--- src/verilog/ccar_params.svh ---
// Purpose: constants for the core register and addressing block
// Assumes: included by the design file and the testbench
// Notes:   offsets are direct register space addresses
`ifndef CCAR_PARAMS_SVH
`define CCAR_PARAMS_SVH

// ----------------------------------------
// register offsets
// ----------------------------------------
`define CCAR_OFF_SP        8'h81
`define CCAR_OFF_WAIT      8'h92
`define CCAR_OFF_SPH       8'h9b
`define CCAR_OFF_ACTL      8'h9d
`define CCAR_OFF_ACT       8'hc5
`define CCAR_OFF_XREL      8'hc6
`define CCAR_OFF_TKEY1     8'hc7
`define CCAR_OFF_TKEY2     8'hcf
`define CCAR_OFF_PFLAGS    8'hd0
`define CCAR_OFF_PAGEHI    8'hda
`define CCAR_OFF_WORK      8'he0
`define CCAR_OFF_AUX       8'hf0
`define CCAR_DIRECT_BASE   8'h80

// ----------------------------------------
// reset values and keys
// ----------------------------------------
`define CCAR_RST_WAIT      8'h07
`define CCAR_KEY1          8'haa
`define CCAR_KEY2          8'h55
`define CCAR_TA_WINDOW     3'h4

// ----------------------------------------
// field positions
// ----------------------------------------
`define CCAR_ACTL_VEC      5
`define CCAR_ACTL_PAGED    3
`define CCAR_ACTL_XSTK     2
`define CCAR_ACTL_AMHI     1
`define CCAR_ACTL_WMASK    8'h2b
`define CCAR_WAIT_MASK     8'h0f

// ----------------------------------------
// memory map
// ----------------------------------------
`define CCAR_XRAM_STEP     12
`define CCAR_VEC_HI_BASE   20'h07000
`define CCAR_BOOT_BASE     20'h07000
`define CCAR_KEY_FIRST     20'h06ff8
`define CCAR_KEY_LAST      20'h06fff
`define CCAR_PAGE_BYTES    512
`define CCAR_PAGE_COUNT    64
`define CCAR_PAGE_SHIFT    9
`define CCAR_BOOT_PAGE0    6'd56
`define CCAR_KEY_PAGE      6'd55
`define CCAR_IFB_CAL_LAST  7'h3f
`define CCAR_IFB_OTP_LAST  7'h7b

`endif

--- src/verilog/ccar_pkg.sv ---
// Purpose: types for the core register and addressing block
// Assumes: nothing beyond the parameter header
// Notes:   fetch state machine encoding lives here
package ccar_pkg;

    // ----------------------------------------
    // fetch sequencer states
    // ----------------------------------------
    typedef enum logic [1:0] {
        CCAR_F_IDLE = 2'b00,
        CCAR_F_WAIT = 2'b01,
        CCAR_F_DONE = 2'b10
    } ccar_fetch_t;

    // ----------------------------------------
    // stack operation codes
    // ----------------------------------------
    typedef enum logic [1:0] {
        CCAR_S_NONE = 2'b00,
        CCAR_S_PUSH = 2'b01,
        CCAR_S_POP  = 2'b10
    } ccar_stack_t;

endpackage

--- src/verilog/ccar_regs.sv ---
// Purpose: core register set, stack, wait states and addressing control
// Assumes: one clock, direct register port driven by the executing core
// Notes:   all state in one struct; outputs come straight from flops
//
// Function
// - flash fetch waits equal wait field value
// - wait register resets to seven cycles
// - protected registers written only after key sequence
// - relocation value places xram in 4KB steps
// - mode20 gives 20-bit program, 16-bit stack
// - data addresses always sixteen bits wide
// - push writes at sp+1, pop reads sp
// - mode20 stack address is high:low pointer
// - priority activity flags follow interrupt service
// - uart activity flags at bits three to zero
// - program flags byte field layout
// - working and auxiliary registers bit addressable
// - flash is 64 pages of 512 bytes
// - boot pages 56-63 from 0x7000, page0 vectors
// - page 55 holds protection key bytes
// - info page split calibration, otp, not erasable
// - direct space 0x80-0xff directly addressable
// - addressing control field layout, resets zero
// - mode bits select 16 or 20 bit
// - vector select moves vectors to 0x7000
// - extended stack indicator is read only
// - paged high byte from port2 or page register
`timescale 1ns/1ns
`default_nettype none
`include "ccar_params.svh"

module ccar_regs #(
    parameter int ADDR_W = 8,
    parameter int DATA_W = 8
) (
    input  wire logic              clk,
    input  wire logic              arst_n,
    // direct register port
    input  wire logic              reg_wr,
    input  wire logic              reg_rd,
    input  wire logic [ADDR_W-1:0] reg_addr,
    input  wire logic [DATA_W-1:0] reg_wdata,
    input  wire logic              bit_wr,
    input  wire logic [2:0]        bit_sel,
    input  wire logic              bit_val,
    output logic      [DATA_W-1:0] reg_rdata,
    output logic                   reg_hit,
    // stack operations
    input  wire logic              push_req,
    input  wire logic              pop_req,
    input  wire logic [7:0]        stack_rdata,
    output logic                   stack_we,
    output logic                   stack_re,
    output logic      [15:0]       stack_addr,
    output logic      [7:0]        stack_wdata,
    // program fetch from flash
    input  wire logic              fetch_req,
    input  wire logic [19:0]       fetch_pc,
    output logic                   fetch_ready,
    output logic      [19:0]       fetch_addr,
    output logic      [5:0]        fetch_page,
    output logic                   fetch_in_boot,
    output logic                   fetch_in_key,
    // vectors, xram and mode outputs
    input  wire logic [3:0]        vector_slot,
    output logic      [19:0]       vector_addr,
    input  wire logic [7:0]        port2_value,
    input  wire logic [7:0]        xram_low,
    output logic      [15:0]       xram_paged_addr,
    output logic      [19:0]       xram_base,
    output logic                   addr20_mode,
    output logic                   ext_stack_indicator,
    // info page erase guard
    input  wire logic              ifb_erase_req,
    input  wire logic [6:0]        ifb_offset,
    output logic                   ifb_erase_ok,
    output logic                   ifb_is_cal,
    // activity sources
    input  wire logic              high_prio_active,
    input  wire logic              low_prio_active,
    input  wire logic              uart1_tx_active,
    input  wire logic              uart1_rx_active,
    input  wire logic              uart0_tx_active,
    input  wire logic              uart0_rx_active
);

    // ----------------------------------------
    // state
    // ----------------------------------------
    typedef struct packed {
        logic [7:0]          work;
        logic [7:0]          aux;
        logic [7:0]          pflags;
        logic [7:0]          sp;
        logic [7:0]          sph;
        logic [7:0]          wait_st;
        logic [7:0]          xrel;
        logic [7:0]          actl;
        logic [7:0]          pagehi;
        logic [7:0]          act;
        logic [1:0]          key_st;
        logic [2:0]          key_cnt;
        ccar_pkg::ccar_fetch_t fst;
        logic [3:0]          wcnt;
        ccar_pkg::ccar_stack_t sop;
        logic [7:0]          rdata;
        logic                hit;
        logic                s_we;
        logic                s_re;
        logic [15:0]         s_addr;
        logic [7:0]          s_wdata;
        logic                f_rdy;
        logic [19:0]         f_addr;
        logic [5:0]          f_page;
        logic                f_boot;
        logic                f_key;
        logic [19:0]         v_addr;
        logic [15:0]         x_paged;
        logic                ifb_ok;
        logic                ifb_cal;
    } ccar_state_t;

    ccar_state_t st_q;
    ccar_state_t st_d;

    // ----------------------------------------
    // helpers
    // ----------------------------------------
    // direct space decode, shared by reads and writes
    function automatic logic in_direct(input logic [ADDR_W-1:0] a);
        in_direct = a[7];
    endfunction

    // stack address in either mode
    function automatic logic [15:0] stk_addr(input logic m20, input logic [7:0] hi,
                                             input logic [7:0] lo);
        stk_addr = m20 ? {hi, lo} : {8'h00, lo};
    endfunction

    // flash page number of a program address
    function automatic logic [5:0] page_of(input logic [19:0] a);
        page_of = a[`CCAR_PAGE_SHIFT+5:`CCAR_PAGE_SHIFT];
    endfunction

    logic m20;
    logic ta_open;
    logic [15:0] sp_now;
    logic [7:0]  sp_inc;
    logic [7:0]  sp_dec;
    logic [15:0] sp16_inc;
    logic [15:0] sp16_dec;
    logic [7:0]  wdat;

    assign m20      = st_q.actl[`CCAR_ACTL_AMHI];
    assign ta_open  = (st_q.key_st == 2'd2);
    assign sp_now   = stk_addr(m20, st_q.sph, st_q.sp);
    assign sp16_inc = sp_now + 16'h0001;
    assign sp16_dec = sp_now - 16'h0001;
    assign sp_inc   = sp16_inc[7:0];
    assign sp_dec   = sp16_dec[7:0];

    // ----------------------------------------
    // next state
    // ----------------------------------------
    always_comb begin
        st_d       = st_q;
        st_d.s_we  = 1'b0;
        st_d.s_re  = 1'b0;
        st_d.hit   = 1'b0;
        st_d.f_rdy = 1'b0;
        wdat       = reg_wdata[7:0];

        // activity flags track their sources; bus writes never touch them
        st_d.act = {1'b0, high_prio_active, low_prio_active, 1'b0, uart1_tx_active,
                    uart1_rx_active, uart0_tx_active, uart0_rx_active};

        // timed access key sequence
        if (st_q.key_cnt != 3'h0) begin
            st_d.key_cnt = st_q.key_cnt - 3'h1;
        end else if (st_q.key_st != 2'd0) begin
            st_d.key_st = 2'd0;
        end
        if (reg_wr && reg_addr[7:0] == `CCAR_OFF_TKEY1 && wdat == `CCAR_KEY1) begin
            st_d.key_st  = 2'd1;
            st_d.key_cnt = `CCAR_TA_WINDOW;
        end else if (reg_wr && reg_addr[7:0] == `CCAR_OFF_TKEY2 && wdat == `CCAR_KEY2
                     && st_q.key_st == 2'd1) begin
            st_d.key_st  = 2'd2;
            st_d.key_cnt = `CCAR_TA_WINDOW;
        end

        // byte writes in direct space
        if (reg_wr && in_direct(reg_addr)) begin
            unique case (reg_addr[7:0])
                `CCAR_OFF_WORK:   st_d.work   = wdat;
                `CCAR_OFF_AUX:    st_d.aux    = wdat;
                `CCAR_OFF_PFLAGS: st_d.pflags = wdat;
                `CCAR_OFF_SP:     st_d.sp     = wdat;
                `CCAR_OFF_SPH:    st_d.sph    = wdat;
                `CCAR_OFF_PAGEHI: st_d.pagehi = wdat;
                `CCAR_OFF_WAIT: begin
                    if (ta_open) begin
                        st_d.wait_st = wdat & `CCAR_WAIT_MASK;
                        st_d.key_st  = 2'd0;
                    end
                end
                `CCAR_OFF_XREL: begin
                    if (ta_open) begin
                        st_d.xrel   = wdat;
                        st_d.key_st = 2'd0;
                    end
                end
                `CCAR_OFF_ACTL: begin
                    if (ta_open) begin
                        // indicator bit is hardware owned
                        st_d.actl   = wdat & `CCAR_ACTL_WMASK;
                        st_d.key_st = 2'd0;
                    end
                end
                default: ;
            endcase
        end

        // single bit writes to the two bit addressable registers
        if (bit_wr && reg_addr[7:0] == `CCAR_OFF_WORK) begin
            st_d.work[bit_sel] = bit_val;
        end else if (bit_wr && reg_addr[7:0] == `CCAR_OFF_AUX) begin
            st_d.aux[bit_sel] = bit_val;
        end

        // indicator mirrors the selected addressing mode
        st_d.actl[`CCAR_ACTL_XSTK] = st_d.actl[`CCAR_ACTL_AMHI];

        // register reads
        if (reg_rd && in_direct(reg_addr)) begin
            st_d.hit = 1'b1;
            unique case (reg_addr[7:0])
                `CCAR_OFF_WORK:   st_d.rdata = st_q.work;
                `CCAR_OFF_AUX:    st_d.rdata = st_q.aux;
                `CCAR_OFF_PFLAGS: st_d.rdata = st_q.pflags;
                `CCAR_OFF_SP:     st_d.rdata = st_q.sp;
                `CCAR_OFF_SPH:    st_d.rdata = st_q.sph;
                `CCAR_OFF_WAIT:   st_d.rdata = st_q.wait_st;
                `CCAR_OFF_XREL:   st_d.rdata = st_q.xrel;
                `CCAR_OFF_ACTL:   st_d.rdata = st_q.actl;
                `CCAR_OFF_ACT:    st_d.rdata = st_q.act;
                `CCAR_OFF_PAGEHI: st_d.rdata = st_q.pagehi;
                default: begin
                    st_d.rdata = 8'h00;
                    st_d.hit   = 1'b0;
                end
            endcase
        end

        // stack: push pre-increments, pop reads then post-decrements
        unique case (st_q.sop)
            ccar_pkg::CCAR_S_NONE: begin
                if (push_req) begin
                    st_d.s_we    = 1'b1;
                    st_d.s_addr  = sp16_inc;
                    st_d.s_wdata = st_q.work;
                    st_d.sp      = sp_inc;
                    if (m20) begin
                        st_d.sph = sp16_inc[15:8];
                    end
                end else if (pop_req) begin
                    st_d.s_re   = 1'b1;
                    st_d.s_addr = sp_now;
                    st_d.sop    = ccar_pkg::CCAR_S_POP;
                end
            end
            ccar_pkg::CCAR_S_POP: begin
                st_d.work = stack_rdata;
                st_d.sp   = sp_dec;
                if (m20) begin
                    st_d.sph = sp16_dec[15:8];
                end
                st_d.sop = ccar_pkg::CCAR_S_NONE;
            end
            default: st_d.sop = ccar_pkg::CCAR_S_NONE;
        endcase

        // program fetch with wait states
        unique case (st_q.fst)
            ccar_pkg::CCAR_F_IDLE: begin
                if (fetch_req) begin
                    // 16-bit mode truncates the program counter
                    st_d.f_addr = m20 ? fetch_pc : {4'h0, fetch_pc[15:0]};
                    st_d.f_page = page_of(fetch_pc);
                    st_d.f_boot = page_of(fetch_pc) >= `CCAR_BOOT_PAGE0;
                    st_d.f_key  = fetch_pc >= `CCAR_KEY_FIRST
                                  && fetch_pc <= `CCAR_KEY_LAST;
                    st_d.wcnt   = st_q.wait_st[3:0];
                    st_d.fst    = (st_q.wait_st[3:0] == 4'h0) ? ccar_pkg::CCAR_F_DONE
                                                              : ccar_pkg::CCAR_F_WAIT;
                end
            end
            ccar_pkg::CCAR_F_WAIT: begin
                st_d.wcnt = st_q.wcnt - 4'h1;
                if (st_q.wcnt == 4'h1) begin
                    st_d.fst = ccar_pkg::CCAR_F_DONE;
                end
            end
            ccar_pkg::CCAR_F_DONE: begin
                st_d.f_rdy = 1'b1;
                st_d.fst   = ccar_pkg::CCAR_F_IDLE;
            end
            default: st_d.fst = ccar_pkg::CCAR_F_IDLE;
        endcase

        // vector base and paged xram high byte
        st_d.v_addr = (st_q.actl[`CCAR_ACTL_VEC] ? `CCAR_VEC_HI_BASE : 20'h00000)
                      + {13'h0000, vector_slot, 3'b011};
        st_d.x_paged = {st_q.actl[`CCAR_ACTL_PAGED] ? st_q.pagehi : port2_value,
                        xram_low};

        // info page: erase is never allowed; offsets up to 0x3f flag calibration
        st_d.ifb_ok  = 1'b0 & ifb_erase_req;
        st_d.ifb_cal = ifb_offset <= `CCAR_IFB_CAL_LAST;
    end

    // ----------------------------------------
    // registers
    // ----------------------------------------
    always_ff @(posedge clk or negedge arst_n) begin
        if (!arst_n) begin
            st_q         <= '0;
            st_q.wait_st <= `CCAR_RST_WAIT;
            st_q.fst     <= ccar_pkg::CCAR_F_IDLE;
            st_q.sop     <= ccar_pkg::CCAR_S_NONE;
        end else begin
            st_q <= st_d;
        end
    end

    // ----------------------------------------
    // outputs
    // ----------------------------------------
    assign reg_rdata           = st_q.rdata;
    assign reg_hit             = st_q.hit;
    assign stack_we            = st_q.s_we;
    assign stack_re            = st_q.s_re;
    assign stack_addr          = st_q.s_addr;
    assign stack_wdata         = st_q.s_wdata;
    assign fetch_ready         = st_q.f_rdy;
    assign fetch_addr          = st_q.f_addr;
    assign fetch_page          = st_q.f_page;
    assign fetch_in_boot       = st_q.f_boot;
    assign fetch_in_key        = st_q.f_key;
    assign vector_addr         = st_q.v_addr;
    assign xram_paged_addr     = st_q.x_paged;
    assign xram_base           = {st_q.xrel, 12'h000};
    assign addr20_mode         = st_q.actl[`CCAR_ACTL_AMHI];
    assign ext_stack_indicator = st_q.actl[`CCAR_ACTL_XSTK];
    assign ifb_erase_ok        = st_q.ifb_ok;
    assign ifb_is_cal          = st_q.ifb_cal;

endmodule // ccar_regs

`default_nettype wire

--- config.mk ---
export PLATFORM = sky130hd
export DESIGN_NAME = ccar_regs
export DESIGN_NICKNAME = d
export VERILOG_FILES = /design/src/verilog/ccar_pkg.sv /design/src/verilog/ccar_regs.sv
export VERILOG_INCLUDE_DIRS = /design/src /design/src/verilog
export SDC_FILE = /design/constraint.sdc
export NUM_CORES = 1
export LEC_CHECK = 0
export ABC_AREA = 1
export BUFFER_PORTS_ARGS = -buffer_cell sky130_fd_sc_hd__clkbuf_2
export CAP_MARGIN = 10
export CORE_MARGIN = 4
export CORE_UTILIZATION = 51
export CTS_BUF_LIST = sky130_fd_sc_hd__clkbuf_4 sky130_fd_sc_hd__clkbuf_8
export DETAILED_ROUTE_END_ITERATION = 16
export GPL_ROUTABILITY_DRIVEN = 0
export HOLD_SLACK_MARGIN = 0.06
export MAX_ROUTING_LAYER = met4
export PLACE_DENSITY = 0.81
export SETUP_SLACK_MARGIN = 0.2
export SKIP_CTS_REPAIR_TIMING = 1
export SKIP_LAST_GASP = 1
export SLEW_MARGIN = 20
export SYNTH_ARGS = -nofsm -noshare
export SYNTH_HDL_FRONTEND = slang
export SYNTH_SLANG_ARGS = --single-unit
--- constraint.sdc ---
create_clock -name clk -period 1.4 [get_ports clk]
set_input_delay 0.21 -clock clk [delete_from_list [all_inputs] [get_ports clk]]
set_output_delay 0.21 -clock clk [all_outputs]
set_load 0.01 [all_outputs]
Yosys cells after proc, flatten, opt, wreduce, memory -nomap -nowiden

Cells that the tools add are included.

Register bits after elaboration: 180
Input bits: 90
Output and inout bits: 124
Logic and storage cells: 152

$add $sub $neg: 5
Magnitude comparators: 6
Equality and inequality tests: 24
Multiplexer cells: 55
Reductions and logical operators: 32

Operators with widths:

| kind                                                                                   | number |
|---|---|
| 8-bit two-way mux                                                                      | 17 |
| 8-bit equality test (second input constant)                                            | 13 |
| 8-bit case mux with 10 select lines                                                    | 1 |
| 72-bit two-way mux                                                                     | 1 |
| 16-bit two-way mux                                                                     | 3 |
| 16-bit case mux with 2 select lines                                                    | 1 |
| 26-bit two-way mux                                                                     | 1 |
| 20-bit by 15-bit greater-or-equal comparator with 1-bit output (second input constant) | 1 |
| 20-bit by 15-bit <= comparator with 1-bit output (second input constant)               | 1 |
| 2-bit two-way mux                                                                      | 10 |
| 20-bit two-way mux                                                                     | 1 |
| 6-bit two-way mux                                                                      | 3 |
| 17-bit two-way mux                                                                     | 1 |
| 15-bit by 7-bit adder with 16-bit output                                               | 1 |
| 16-bit by 1-bit adder with 16-bit output (second input constant)                       | 1 |
| 8-bit bitwise mux                                                                      | 2 |
| 2-bit AND reduction                                                                    | 8 |
| 16-bit by 1-bit subtractor with 16-bit output (second input constant)                  | 1 |
| 15-bit two-way mux                                                                     | 1 |
| 1-bit logical AND                                                                      | 11 |
| 5-bit two-way mux                                                                      | 2 |
| 10-bit OR reduction                                                                    | 1 |
| 3-bit AND reduction                                                                    | 3 |
| 8-bit by 7-bit equality test with 1-bit output (second input constant)                 | 1 |
| 21 further kinds                                                                       | 36 |

Logic depth before layout (Yosys ltp)

Word-level depth: 9
Mapped depth: 11
Depth with buffers taken out: 11

Worst setup path after synthesis

OpenSTA, ideal clock, no wires.

Path type: register -> register
From: reg with a tool-made name
To: reg st_q[157] in the netlist's numbering
Library setup time: 0.066 ns
Arrival time: 1.430 ns
Required time: 1.334 ns
Setup slack: -0.095 ns
Stages on the path, launching flop included: 10
Path buffers: 0
Clock period less this slack: 1.495 ns
Path through: dfrtp_1 ha_1 nand2_1 nor2_1 nand2_1 o21ai_0 nand2_1 nand2_1 nand3_1 nand2_1

RTL lines:

| element              | RTL line         | source |
|---|---|---|
| end signal, assigned | ccar_regs.sv:332 | `st_q <= st_d;` |
| end, declared        | ccar_regs.sv:123 | `ccar_state_t st_q;` |

==> impl_metrics.csv <==
group,metric,value,unit
run_status,run_status,"complete, but fails checks",
run_status,failing_checks,"setup timing",
floorplan,io-pin-count,214,
synthesis,synth_common_cells,"358 x sky130_fd_sc_hd__nand2_1, 174 x sky130_fd_sc_hd__nand3_1, 160 x sky130_fd_sc_hd__dfrtp_1",
placed_design,dpl.hpwl,21200,um
power,pwr-share-clk,26.0,%
placed_design,buffer_ports.inserted,182,
routing,wire_per_inst,17.3,um
final_layout,final_layout_size_suffix_gt1_share,33.9,%
synthesis,netlist_area,9420,sq um
synthesis,syn-mean-instance-area,7.39,sq um
routing,final_antenna_net_count,0,
clock_tree,tritoncts_clock_tree,"done",
routing,maxUsedRoutingLayer,"met4",
power,cellLeakagePower,6.67,nW
routing,detail_route.vias_per_cell,5.47,
timing,hold_viol_final,0,
global_route,grt_max_degree,43,
clock_tree,cts-buffers-inserted,17,
timing,worst_clock_skew,0.0152,ns
power,vdd_ir_drop_max,0.696,mV
floorplan,chipWidth,144,um
synthesis,synth_area_leader_cell,"sky130_fd_sc_hd__dfrtp_1",
floorplan,core_area,18100,sq um
power,pwr-share-seq,43.7,%
routing,wl_met1,11800,um
clock_tree,htree_num_levels,4,
synthesis,synthesis.yosys.warnings,0,
setup_path,critical_path.endpoint_type,"flip-flop",
power,intPower,8.56,mW
power,share_comb_of_total_power,30.3,%
routing,met3_length,3320,um
timing,slew_headroom,57.9,%
setup_path,setup.worst_path.class,"reg -> reg",
clock_tree,ctsRootBufferMaster,"sky130_fd_sc_hd__clkbuf_8",
timing,max_slew.worst_pin.slew,0.629,ns
timing,final.setup.tns,-1.54,ns
timing,maxSlewViolCount,0,
timing,fin_crit,1.57,ns
final_layout,flow.area_growth_from_synthesis,37.0,%
timing,setup_slack,-0.169,ns
final_layout,design.final.nets,1679,
final_layout,final_design_area_no_fill,12900,sq um
final_layout,antenna_cells_inserted,0,
clock_tree,cts.path.max_buffers,2,
setup_path,setup.worst_path.start_class,"flip-flop",
setup_path,crit_required,1.77,ns
final_layout,utilization,71.4,%
global_route,grt_pass1_wl,43000,um
floorplan,initial_utilization,52.1,%
routing,routed_wirelength,31600,um
power,report.power.total,13.1,mW
routing,wl_met2,15200,um
placed_design,post_dp_cell_area,10900,sq um
synthesis,synth_top_cells_by_area,"sky130_fd_sc_hd__dfrtp_1 42%, sky130_fd_sc_hd__nand2_1 14%, sky130_fd_sc_hd__buf_4 9.4%",
timing,report.final.setup_viol,18,
setup_path,arrival,1.94,ns
clock_tree,clkTransAtPathRegs,0.10,ns
run,timing.max_cap.violations,0,
timing,period_share,112,%
synthesis,netlist_cell_types,38,
synthesis,number_of_flops_mapped_to_enable_cells_by_yosys,0,
global_route,globalRoute.totalOverflow,0,
global_route,grt_antenna_before_repair,0,
setup_path,cp_max_fo,7,
timing,rsz0062_at_grt,"true",
synthesis,synthDominantCellAreaShare,42.5,%
clock_tree,cts_sinks,163,
synthesis,seq_area_frac_synth,43.3,%
synthesis,post_synth_inst_count,1275,
power,total_power_divided_by_cell_area,1020,nW/um^2
power,power_switching_share,34.6,%
synthesis,synth_ff_type,"sky130_fd_sc_hd__dfrtp_1",
routing,drt_first_pass_iters,6,
floorplan,dieArea,20700,sq um
routing,remaining_drc_errors,0,
routing,vias,9981,
synthesis,synth.ff_latch_count,163,
clock_tree,insertion_delay,0.47,ns
timing,achievable-frequency,637,MHz
global_route,global_route.usage.total,26.9,%
floorplan,rows,49,
power,sw_pwr,4.54,mW
synthesis,synth-async-reset-ratio,100,%
routing,drt_iter0_markers,981,
hold_path,holdCritPathClass,"in -> reg",
floorplan,die_h,144,um
synthesis,yosysMostFrequentCell,"sky130_fd_sc_hd__nand2_1",
global_route,first_global_vias,8605,
## state kept, by name, summed over array words and instances, names as in the netlist, 6 cells and up, named ones only
name	count
xram_base	8
vector_addr	6
st_q	65
xram_paged_addr	16
reg_rdata	8
stack_wdata	8
stack_addr	16
fetch_addr	20
## power by group through the flow
stage	registers, mW	clock network [mW]	logic, mW
after floorplan	5.55	0	2.23
after global placement	5.73	0	3.00
after detailed placement	5.75	0	3.07
after CTS	5.66	3.46	3.09
after global routing	5.78	3.64	4.32
final	5.73	3.41	3.97
## layout by cell type (no fill, tap or decap), types with 5 or more instances in the layout
cell / n
sky130_fd_sc_hd__nand2_1: 324
sky130_fd_sc_hd__nor3_1: 12
sky130_fd_sc_hd__inv_1: 83
sky130_fd_sc_hd__nor2_4: 23
sky130_fd_sc_hd__a21oi_2: 7
sky130_fd_sc_hd__dfrtp_2: 9
sky130_fd_sc_hd__nand3_1: 159
sky130_fd_sc_hd__nand4_1: 17
sky130_fd_sc_hd__o21a_1: 6
sky130_fd_sc_hd__dfrtp_1: 151
sky130_fd_sc_hd__o211ai_1: 9
sky130_fd_sc_hd__nor2_1: 81
sky130_fd_sc_hd__nand3_2: 13
sky130_fd_sc_hd__clkbuf_2: 165
sky130_fd_sc_hd__conb_1: 25
sky130_fd_sc_hd__buf_6: 29
sky130_fd_sc_hd__nand2_2: 30
sky130_fd_sc_hd__a21oi_1: 33
sky130_fd_sc_hd__nand3_4: 5
sky130_fd_sc_hd__dlygate4sd3_1: 57
sky130_fd_sc_hd__o21ai_0: 50
sky130_fd_sc_hd__clkbuf_8: 22
sky130_fd_sc_hd__o21ai_1: 27
sky130_fd_sc_hd__inv_2: 11
sky130_fd_sc_hd__nor2_2: 11
sky130_fd_sc_hd__o21ai_2: 6
sky130_fd_sc_hd__inv_4: 5
sky130_fd_sc_hd__buf_12: 10
sky130_fd_sc_hd__buf_4: 151
sky130_fd_sc_hd__nand2_4: 8
## worst max-delay path: stages (launching register included)
cell,delay [ns]
sky130_fd_sc_hd__dfrtp_2,0.48
sky130_fd_sc_hd__buf_4,0.17
sky130_fd_sc_hd__nor2_4,0.13
sky130_fd_sc_hd__nand2_4,0.09
sky130_fd_sc_hd__nor2_4,0.22
sky130_fd_sc_hd__nand2_1,0.08
sky130_fd_sc_hd__nand2_1,0.07
sky130_fd_sc_hd__nand3_1,0.09
sky130_fd_sc_hd__nand3_1,0.08
sky130_fd_sc_hd__nand2_1,0.05
## per-stage QoR
step	std cells	setup WS, ns	hold WS, ns
3_3_place_gp	1679	-0.124	0.115
5_1_grt	1825	-0.242	0.0693
4_1_cts	1711	-0.292	-0.396
2_1_floorplan	1298	0.0303	-0.0856
3_5_place_dp	1679	-0.166	0.117
6_report	1825	-0.169	0.0804
## cell families after synthesis
kind of cell	synth area share, %
buffers and inverters	15.3
adders and majority gates	0.797
xor gates and xnor gates	0.651
other	0.0797
DFF	43.3
and+or+nand+nor	31.3
AOI/OAI and AO/OA	8.61
## routing by layer
layer	track usage [%]	vias to the layer above
met5	-	-
met4	10.3	0
met3	5.62	120
met2	41.6	597
met1	35.0	4653
li1	-	4611
## area by class of cell
type	instances	area (sq um)
Clock inverter	10	88.8
Sequential cell	163	4090
Tap cell	229	287
Clock buffer	22	303
Fill cell	1354	5180
Timing Repair Buffer	421	3200
Inverter	102	398
Multi-Input combinational cell	878	4540
## path summary, 6_finish.rpt
kind	start	to	slack, ns	cells past startpoint
max in group asynchronous	arst_n	asynchronous set/reset pin	0.65	3
hold reg to reg	fetch_addr[3]	fetch_addr[3]	0.48	2
setup reg to reg	flip-flop	st_q[156]	-0.17	9
setup / recovery	flip-flop	st_q[156]	-0.17	9
hold / removal	fetch_pc[11]	fetch_addr[11]	0.08	4
min in group asynchronous	arst_n	xram_paged_addr[5]	0.18	2
(Power assumes the default switching activity.)
